**src/core/ivw_pkg.sv**
```systemverilog
// Package for the interrupt vector and wakeup map.
// Assumes a CPU core that strobes its halt and wait instructions and takes a vector.
package ivw_pkg;
   localparam int IRQ_FIRST = 19;
   localparam int IRQ_LAST = 29;
   localparam int IRQ_COUNT = IRQ_LAST - IRQ_FIRST + 1;
   localparam logic [23:0] VECTOR_BASE = 24'h008054;
   localparam logic [23:0] VECTOR_STEP = 24'h000004;
   // Source index within the map (irq number minus 19)
   localparam int SRC_GTA_UPD = 0;
   localparam int SRC_GTA_CC = 1;
   localparam int SRC_GTB_UPD = 2;
   localparam int SRC_GTB_CC = 3;
   localparam int SRC_ADV_UPD = 4;
   localparam int SRC_ADV_CC = 5;
   localparam int SRC_BASIC = 6;
   localparam int SRC_SPI = 7;
   localparam int SRC_ASYNC_TX = 8;
   localparam int SRC_ASYNC_RX = 9;
   localparam int SRC_TWO_WIRE = 10;
   // Wakeup permission masks, bit n = source n
   localparam logic [10:0] WAKE_HALT_MASK = 11'h480;
   localparam logic [10:0] WAKE_WFI_MASK = 11'h7cf;
   localparam logic [10:0] WAKE_WFE_MASK = 11'h7ff;
   // Power modes reported to the core, one-hot
   typedef enum logic [4:0] {
      PM_RUN = 5'h01,
      PM_HALT = 5'h02,
      PM_ACTIVE_HALT = 5'h04,
      PM_WAIT_WFI = 5'h08,
      PM_WAIT_WFE = 5'h10
   } ivw_mode_type;
   localparam logic [4:0] RESET_MODE = 5'h01;
endpackage

```
**src/core/ivw_map.sv**
```systemverilog
// Interrupt vector map and low-power wakeup gating for IRQ 19 to 29.
// Assumes request lines already synchronous to core_clk.
`timescale 1ns/100ps
`default_nettype none
// How it works
// - IRQ 19..29 get vectors 0x8054 upward by four
// - SPI interrupt wakes from every low-power mode
// - Event-wait in low-power run enters low-power wait
// - Event-wait services enabled irq, then returns there
// - Wakeup-event source wakes core from event wait and resumes execution
// - Supply monitor ORed with selected port E/F line
// - Two-wire wakes from halt only on address match
module ivw_map (
   // Clock and reset
   input wire logic core_clk,
   input wire logic rst_n,
   // Core instruction strobes and run state
   input wire logic wait_for_event_instr,
   input wire logic wait_for_interrupt_instr,
   input wire logic halt_instr,
   input wire logic active_halt_sel,
   input wire logic low_power_run,
   input wire logic handler_done,
   // Peripheral requests, bit n is irq 19+n
   input wire logic [ivw_pkg::IRQ_COUNT-1:0] irq_req,
   input wire logic [ivw_pkg::IRQ_COUNT-1:0] irq_enable,
   input wire logic [ivw_pkg::IRQ_COUNT-1:0] wake_event_sel,
   input wire logic two_wire_addr_match,
   // Shared external line sources
   input wire logic supply_voltage_monitor,
   input wire logic port_e_irq,
   input wire logic port_f_irq,
   input wire logic ext_irq_port_select_reg,
   // To the core
   output logic [4:0] power_mode,
   output logic low_power_wait,
   output logic wake,
   output logic resume,
   output logic irq_take,
   output logic [23:0] irq_vector,
   output logic shared_ext_irq
);
   import ivw_pkg::*;

   ////////////////////////////////////////////////////////////////////////
   logic rst_meta;
   logic rst_sync_n;
   ivw_mode_type mode;
   ivw_mode_type next_mode;
   logic [IRQ_COUNT-1:0] eff_req;
   logic [IRQ_COUNT-1:0] allow;
   logic [IRQ_COUNT-1:0] hits;
   logic in_handler;
   logic next_take;
   logic [23:0] next_vector;
   logic next_resume;
   logic return_wfe;
   logic return_lpw;
   logic back_to_wfe;

   // Reset release synchroniser; all other logic runs from rst_sync_n
   always_ff @(posedge core_clk or negedge rst_n) begin
      if (!rst_n) begin
         rst_meta <= 1'b0;
         rst_sync_n <= 1'b0;
      end else begin
         rst_meta <= 1'b1;
         rst_sync_n <= rst_meta;
      end
   end

   ////////////////////////////////////////////////////////////////////////
   // Vector of a source index
   function automatic logic [23:0] vec_of(input int idx);
      vec_of = VECTOR_BASE + VECTOR_STEP * 24'(idx);
   endfunction

   // Lowest pending index wins
   function automatic logic [23:0] pick(input logic [IRQ_COUNT-1:0] v);
      pick = 24'h000000;
      for (int i = IRQ_COUNT - 1; i >= 0; i--) begin
         if (v[i]) begin
            pick = vec_of(i);
         end
      end
   endfunction

   ////////////////////////////////////////////////////////////////////////
   // Request qualification per mode
   always_comb begin
      eff_req = irq_req;
      if (mode == PM_HALT || mode == PM_ACTIVE_HALT) begin
         eff_req[SRC_TWO_WIRE] = irq_req[SRC_TWO_WIRE] & two_wire_addr_match;
      end
      case (mode)
         PM_HALT, PM_ACTIVE_HALT: allow = WAKE_HALT_MASK;
         PM_WAIT_WFI: allow = WAKE_WFI_MASK;
         PM_WAIT_WFE: allow = WAKE_WFE_MASK;
         default: allow = {IRQ_COUNT{1'b1}};
      endcase
      hits = eff_req & allow & (irq_enable | wake_event_sel);
   end

   always_comb begin
      shared_ext_irq = supply_voltage_monitor |
         (ext_irq_port_select_reg ? port_f_irq : port_e_irq);
   end

   ////////////////////////////////////////////////////////////////////////
   // Mode sequencing
   always_comb begin
      next_mode = mode;
      next_take = 1'b0;
      next_resume = 1'b0;
      next_vector = irq_vector;
      case (mode)
         PM_RUN: begin
            // Instructions are ignored and requests wait until the handler returns
            if (in_handler) begin
               next_mode = PM_RUN;
            end else if (wait_for_event_instr) begin
               next_mode = PM_WAIT_WFE;
            end else if (wait_for_interrupt_instr) begin
               next_mode = PM_WAIT_WFI;
            end else if (halt_instr) begin
               next_mode = active_halt_sel ? PM_ACTIVE_HALT : PM_HALT;
            end else if (|(irq_req & irq_enable)) begin
               next_take = 1'b1;
               next_vector = pick(irq_req & irq_enable);
            end
         end
         PM_WAIT_WFE: begin
            if (|(hits & wake_event_sel)) begin
               next_mode = PM_RUN;
               next_resume = 1'b1;
            end else if (|(hits & irq_enable)) begin
               next_mode = PM_RUN;
               next_take = 1'b1;
               next_vector = pick(hits & irq_enable);
            end
         end
         PM_HALT, PM_ACTIVE_HALT, PM_WAIT_WFI: begin
            // Only enabled interrupts end halt and interrupt wait
            if (|(hits & irq_enable)) begin
               next_mode = PM_RUN;
               next_take = 1'b1;
               next_vector = pick(hits & irq_enable);
            end
         end
         default: next_mode = PM_RUN;
      endcase
   end

   ////////////////////////////////////////////////////////////////////////
   // Mode register and handler bookkeeping
   always_ff @(posedge core_clk or negedge rst_sync_n) begin
      if (!rst_sync_n) begin
         mode <= PM_RUN;
      end else if (back_to_wfe) begin
         mode <= PM_WAIT_WFE;
      end else begin
         mode <= next_mode;
      end
   end

   // Handler finished and the core goes back to event wait
   always_comb begin
      back_to_wfe = handler_done && in_handler && return_wfe;
   end

   // Remember that the handler was entered from event wait
   always_ff @(posedge core_clk or negedge rst_sync_n) begin
      if (!rst_sync_n) begin
         in_handler <= 1'b0;
         return_wfe <= 1'b0;
         return_lpw <= 1'b0;
      end else if (next_take) begin
         in_handler <= 1'b1;
         return_wfe <= (mode == PM_WAIT_WFE) && !(|(hits & wake_event_sel));
         return_lpw <= (mode == PM_WAIT_WFE) && low_power_wait;
      end else if (handler_done) begin
         in_handler <= 1'b0;
         return_wfe <= 1'b0;
         return_lpw <= 1'b0;
      end
   end

   ////////////////////////////////////////////////////////////////////////
   // Outputs to the core
   always_ff @(posedge core_clk or negedge rst_sync_n) begin
      if (!rst_sync_n) begin
         irq_take <= 1'b0;
         irq_vector <= 24'h000000;
         resume <= 1'b0;
      end else begin
         irq_take <= next_take;
         irq_vector <= next_vector;
         resume <= next_resume;
      end
   end

   // Low power wait flag, restored when a handler returns to event wait
   always_ff @(posedge core_clk or negedge rst_sync_n) begin
      if (!rst_sync_n) begin
         low_power_wait <= 1'b0;
      end else if (mode == PM_RUN && wait_for_event_instr && !in_handler) begin
         low_power_wait <= low_power_run;
      end else if (back_to_wfe) begin
         low_power_wait <= return_lpw;
      end else if (next_mode == PM_RUN) begin
         low_power_wait <= 1'b0;
      end
   end

   always_comb begin
      power_mode = mode;
      wake = (mode != PM_RUN) && (next_mode == PM_RUN);
   end
endmodule // ivw_map
`default_nettype wire

```
**config.mk**
```make
export PLATFORM = sky130hd
export DESIGN_NAME = ivw_map
export DESIGN_NICKNAME = d
export VERILOG_FILES = /design/src/core/ivw_pkg.sv /design/src/core/ivw_map.sv
export SDC_FILE = /design/constraint.sdc
export NUM_CORES = 1
export LEC_CHECK = 0
export ABC_AREA = 1
export BUFFER_PORTS_ARGS = -buffer_cell sky130_fd_sc_hd__buf_2
export CAP_MARGIN = 30
export CORE_MARGIN = 5
export CORE_UTILIZATION = 48
export DETAILED_ROUTE_END_ITERATION = 12
export GPL_TIMING_DRIVEN = 0
export HOLD_SLACK_MARGIN = 0.15
export PLACE_DENSITY = 0.86
export REMOVE_ABC_BUFFERS = 1
export SYNTH_ARGS = -nofsm -noshare
export SYNTH_HDL_FRONTEND = slang
export SYNTH_SLANG_ARGS = --single-unit
```
**constraint.sdc**
```tcl
create_clock -name core_clk -period 5.65 [get_ports core_clk]
set_clock_uncertainty 0.15 [all_clocks]
set_input_delay 0.8475 -clock core_clk [delete_from_list [all_inputs] [get_ports core_clk]]
set_output_delay 0.8475 -clock core_clk [all_outputs]
set_load 0.005 [all_outputs]
```
* After elaboration in Yosys (flattened, before gate mapping) *
Index checks and enable logic that the tools add are counted.
Widths: inputs -> output; s select.

operators by class
  multiplexer cells = 59
  magnitude comparators = 0
  equality and inequality tests = 13
  reduce and logical (&&, ||, !) cells = 19
  $add $sub $neg = 0
  multiply operators = 0
  divide/modulo/power cells = 0
  bitwise operators = 8
  shift operators = 0

operators with widths
  cell                number
  $mux 24             27
  $pmux 24 s3         1
  $and 11x11->11      5
  $mux 5              7
  $reduce_or 11->1    3
  $mux 16             2
  $pmux 10 s2         1
  $mux 1              18
  $pmux 5 s3          1
  $ne 2x2->1 const B  6
  $or 11x11->11       1
  $eq 5x1->1 const B  2
  $logic_and 1x1->1   7
  $reduce_and 7->1    1
  $reduce_bool 3->1   2
  $eq 5x2->1 const B  1
  $eq 5x3->1 const B  1
  $eq 5x4->1 const B  1
  $eq 5x5->1 const B  1
  $ne 5x1->1 const B  1
  $mux 3              1
  $pmux 1 s3          1
  $reduce_or 3->1     1
  $logic_not 1->1     2
  5 further kinds     5

storage, ports and cells
  RAM bits = 0
  logic and storage cells = 109
  input bits = 46
  bits in latches = 0
  bits in read-only memories = 0
  output and inout bits = 34
  memories kept = 0
  register bits = 37

* Depth between registers and ports, before layout *
  depth after elaboration = 20
  gate-level depth with buffers = 17
  depth with buffers taken out = 17

* Least setup slack after synthesis *
No wires, ideal clock.

  path kind = input to output
  start point = input wake_event_sel[9] in the netlist's numbering
  end point = output wake
  path buffers = 0
  arrival time = 1.672 ns
  data required time = 4.653 ns
  stages on the path = 7
  slack = 2.981 ns
  path through = a22o_1 -> o21ai_0 -> nand4_1 -> nand2_1 -> inv_1 -> nor2_1 -> a21oi_1

on the way
  cells in the longest elaborated chain, start to end = 9
  elaborated cells between the ends (all ways) = 11
  those cells by class = eq/ne: 1; mux: 3; bitwise: 4; reduce/logical: 3

RTL lines
  item                 line                            text
  start, declared      ivw_map.sv:27                   input wire logic [ivw_pkg::IRQ_COUNT-1:0] wake_event_sel,
  $or 11x11->11        ivw_map.sv:101                  hits = eff_req & allow & (irq_enable | wake_event_sel);
  $and 11x11->11       ivw_map.sv:101
  $and 11x11->11       ivw_map.sv:136, ivw_map.sv:144
  $reduce_or 11->1     ivw_map.sv:136, ivw_map.sv:144
  $mux 5               ivw_map.sv:136, ivw_map.sv:144
  $mux 5               ivw_map.sv:133                  if (|(hits & wake_event_sel)) begin
  $pmux 5 s3 *         ivw_map.sv:116                  case (mode)
  $eq 5x1->1 *         ivw_map.sv:217                  wake = (mode != PM_RUN) && (next_mode == PM_RUN);
  $logic_and 1x1->1 *  ivw_map.sv:217
  end, declared        ivw_map.sv:37                   output logic wake,

Every way passes the cells marked *; elsewhere a longest branch is shown, timed or not.

* Worst setup path in the final report *
Ends and elaborated chain as after synthesis.

==> flow_summary.yaml <==
cells_and_area:
  num-nets-final: 313
  antenna-diode-count: 0
  synthToLayoutAreaGrowth_pct: 22.5
  drive_above_1_share_pct: 33.1
  fin_util_pct: 62.1
critical_path:
  ff2ff_setup_slack_ns: 3.47
  critPathTopFamily: "compound AO/OA/AOI/OAI gates"
  reg2regPathDepth: 11
  r2r_end: "irq_vector[6]"
  end_kind: "output port"
  crit_required_ns: 4.65
  worstSetupStartpoint: "wake_event_sel[9]"
  cp-endpoint: "wake"
  r2r_start: "power_mode[1]"
  crit_path_max_incr_delay_ns: 0.21
  cp.depth: 9
  crit_path_start_kind: "input pin"
  worst_path_max_delay_cell: "a22o_1"
  path_buf_inv: 3
  criticalPathCategory: "input pin to output port"
  crit_fanout: 3
  cp_data_arrival_time_ns: 2.18
  crit_top_cell: "buf_2"
  path_cells: "buf_2, a22o_1, o21ai_0, nand4_1, nand2_1, inv_1, nor2_1, a21oi_1, buf_2"
global_route:
  grt_remaining_overflow: 0
  grt_pass1_vias: 1357
  grt_max_degree: 16
  grt_pass1_wl_mm: 5.61
  grt_use_total_pct: 16.4
  grt_antenna_before_repair: 0
yosys:
  syn_inst: 201
  avgSynthCellArea_sq_um: 7.08
  synth_edf_count: 0
  synth-seq-cells: 18
  synth-seq-area-share_pct: 31.8
  synth_area_leaders: "dfrtp_1 30%, nand2_1 13%, buf_4 10%"
  synth_area_sq_um: 1420
  synth_top_area_share_pct: 29.9
  synth_cell_types: 29
  synth_ff_type: "dfrtp_1"
  synthArstFlopShare_pct: 100
  synth_warnings: 0
  yosysTopAreaCell: "dfrtp_1"
timing:
  fmax_mhz: 315
  hold_viol_final: 0
  period_needed_ns: 3.17
  drv_slew: 0
  setup_viol: 0
  worst_pin_slew_ns: 0.673
  maxSlewHeadroom_pct: 55.0
  rsz0062_at_grt: "no"
  final.setup.tns_ns: 0
  period_share_pct: 56.2
floorplan:
  core_sq_um: 2810
  rows: 19
  die_area_sq_um: 4150
  fp.dieH_um: 64.4
  initial_core_util_pct: 50.7
  dieWidth_um: 64.4
  io_pins: 80
routing:
  route.vias.total: 1448
  routed_wl_mm: 3.47
  wl_per_cell_um: 11.7
  vias_per_cell: 4.88
  first_iter_violations: 38
  drc: 0
  ant_nets: 0
  dr.pass1.iters: 5
worst_hold_path:
  hp-start: "rst_meta"
  hold_path.class: "flop to flop"
clock_tree:
  cts_setup_buffers: 0
  cts_buffers: 3
  clk_latency_ns: 0.30
  h-tree-depth: 1
  cts.clk_slew.worst_paths_ns: 0.09
  cts_tree: "done"
  clock_path_buffers: 2
  root_buffer: "clkbuf_4"
  holdBufCountCts: 2
  cts_resized: 0
  clkSinkCount: 18
placed_design:
  port_buffers: 61
  gp_congestion: 0.868
  dpl.hpwl_mm: 2.90
power:
  vdd_ir_drop_max_v: 0.000273
  power_leakage_nw: 1.03
  power_density_nw_per_um2: 300
  p_total_w: 0.000523
status:
  status: "completed"
job:
  drv_cap: 0
[metal layers]
metal	global-route usage (%)	vias up	routed length, um
li1	-	759	-
met1	20.6	631	1490
met2	29.4	58	1700
met3	4.84	0	270
met4	1.06	0	0
met5	0	-	0
[cell families (layout without fill, tap and decap cells)]
family / count (synthesis) / after routing / synth area share (%)
DFF: 18 / 18 / 31.8
other: 2 / 19 / 0.528
AOI/OAI and AO/OA: 27 / 27 / 11.9
buffers and inverters: 45 / 93 / 17.4
and+or+nand+nor: 109 / 109 / 38.4
[power by group]
part	leakage, nW	switching, W	total, W	internal (W)
combinational	0.778	0.000151	0.000252	0.000101
sequential	0.229	0.0000247	0.000192	0.000168
clock	0.0210	0.0000401	0.0000795	0.0000393
[state kept, by name, summed over array words and instances (netlist names)]
signal and cells:
in_handler 1, irq_take 1, power_mode 5, low_power_wait 1
resume 1, rst_sync_n 1, irq_vector 5, return_lpw 1
rst_meta 1, return_wfe 1
[worst min path at each step]
| stage | to | cells past startpoint |
|---|---|---|
| final | rst_sync_n | 0 |
| after global routing | rst_sync_n | 0 |
| after CTS | rst_meta | 1 |
| after detailed placement | irq_vector[6] | 0 |
| after global placement | return_wfe | 0 |
| after floorplan | in_handler | 0 |
[worst reg2reg max path, stage by stage (launching register included)]
cell	delay, ns
dfrtp_1	0.47
nor2_1	0.16
nand4_1	0.19
nand2_4	0.17
inv_2	0.06
nand3_2	0.08
nand2_2	0.10
nor2_2	0.11
nand3_1	0.09
nand3_2	0.21
inv_2	0.09
or2_1	0.21
[layout make-up]
type	count	area [sq um]
multi-input combinational	155	787
fill	270	1060
timing repair buffer	64	335
sequential	18	452
inverter	25	93.8
tap	31	38.8
clock buffer	4	36.3
[cell usage after synthesis, types with 2 or more instances]
cell and instances:
nand4_1 9, o21ai_0 7, nor2_2 2, inv_2 5
nand2_1 51, nand3_1 17, nand2_2 3, buf_4 19
nor3_1 6, conb_1 2, o21ai_1 2, inv_1 20
o21ai_2 3, dfrtp_1 17, nand3_2 5, nor2_1 10
a22o_1 3, nand2_4 2, a21oi_1 8
[through the flow]
stage	setup slack [ns]	cell area, sq um	std cells	hold WS [ns]
final	2.48	1740	297	0.214
after global routing	2.20	1740	297	0.226
after CTS	2.47	1730	296	0.162
after detailed placement	2.49	1680	290	0.132
after global placement	2.53	1680	290	0.116
after floorplan	2.98	1330	198	0.0490
[cell usage in the layout (no fill, tap or decap), types with 3 or more instances in the layout]
master	count
nand2_1	51
conb_1	19
dfrtp_1	17
nor2_1	10
buf_2	61
o21ai_0	7
a22o_1	3
nor3_1	6
nand3_2	5
nand3_1	17
o21ai_2	3
inv_1	20
nand2_2	3
inv_2	5
clkbuf_4	3
nand4_1	9
a21oi_1	8
dlygate4sd3_1	3
No activity file was read; power rests on OpenSTA's default activity.
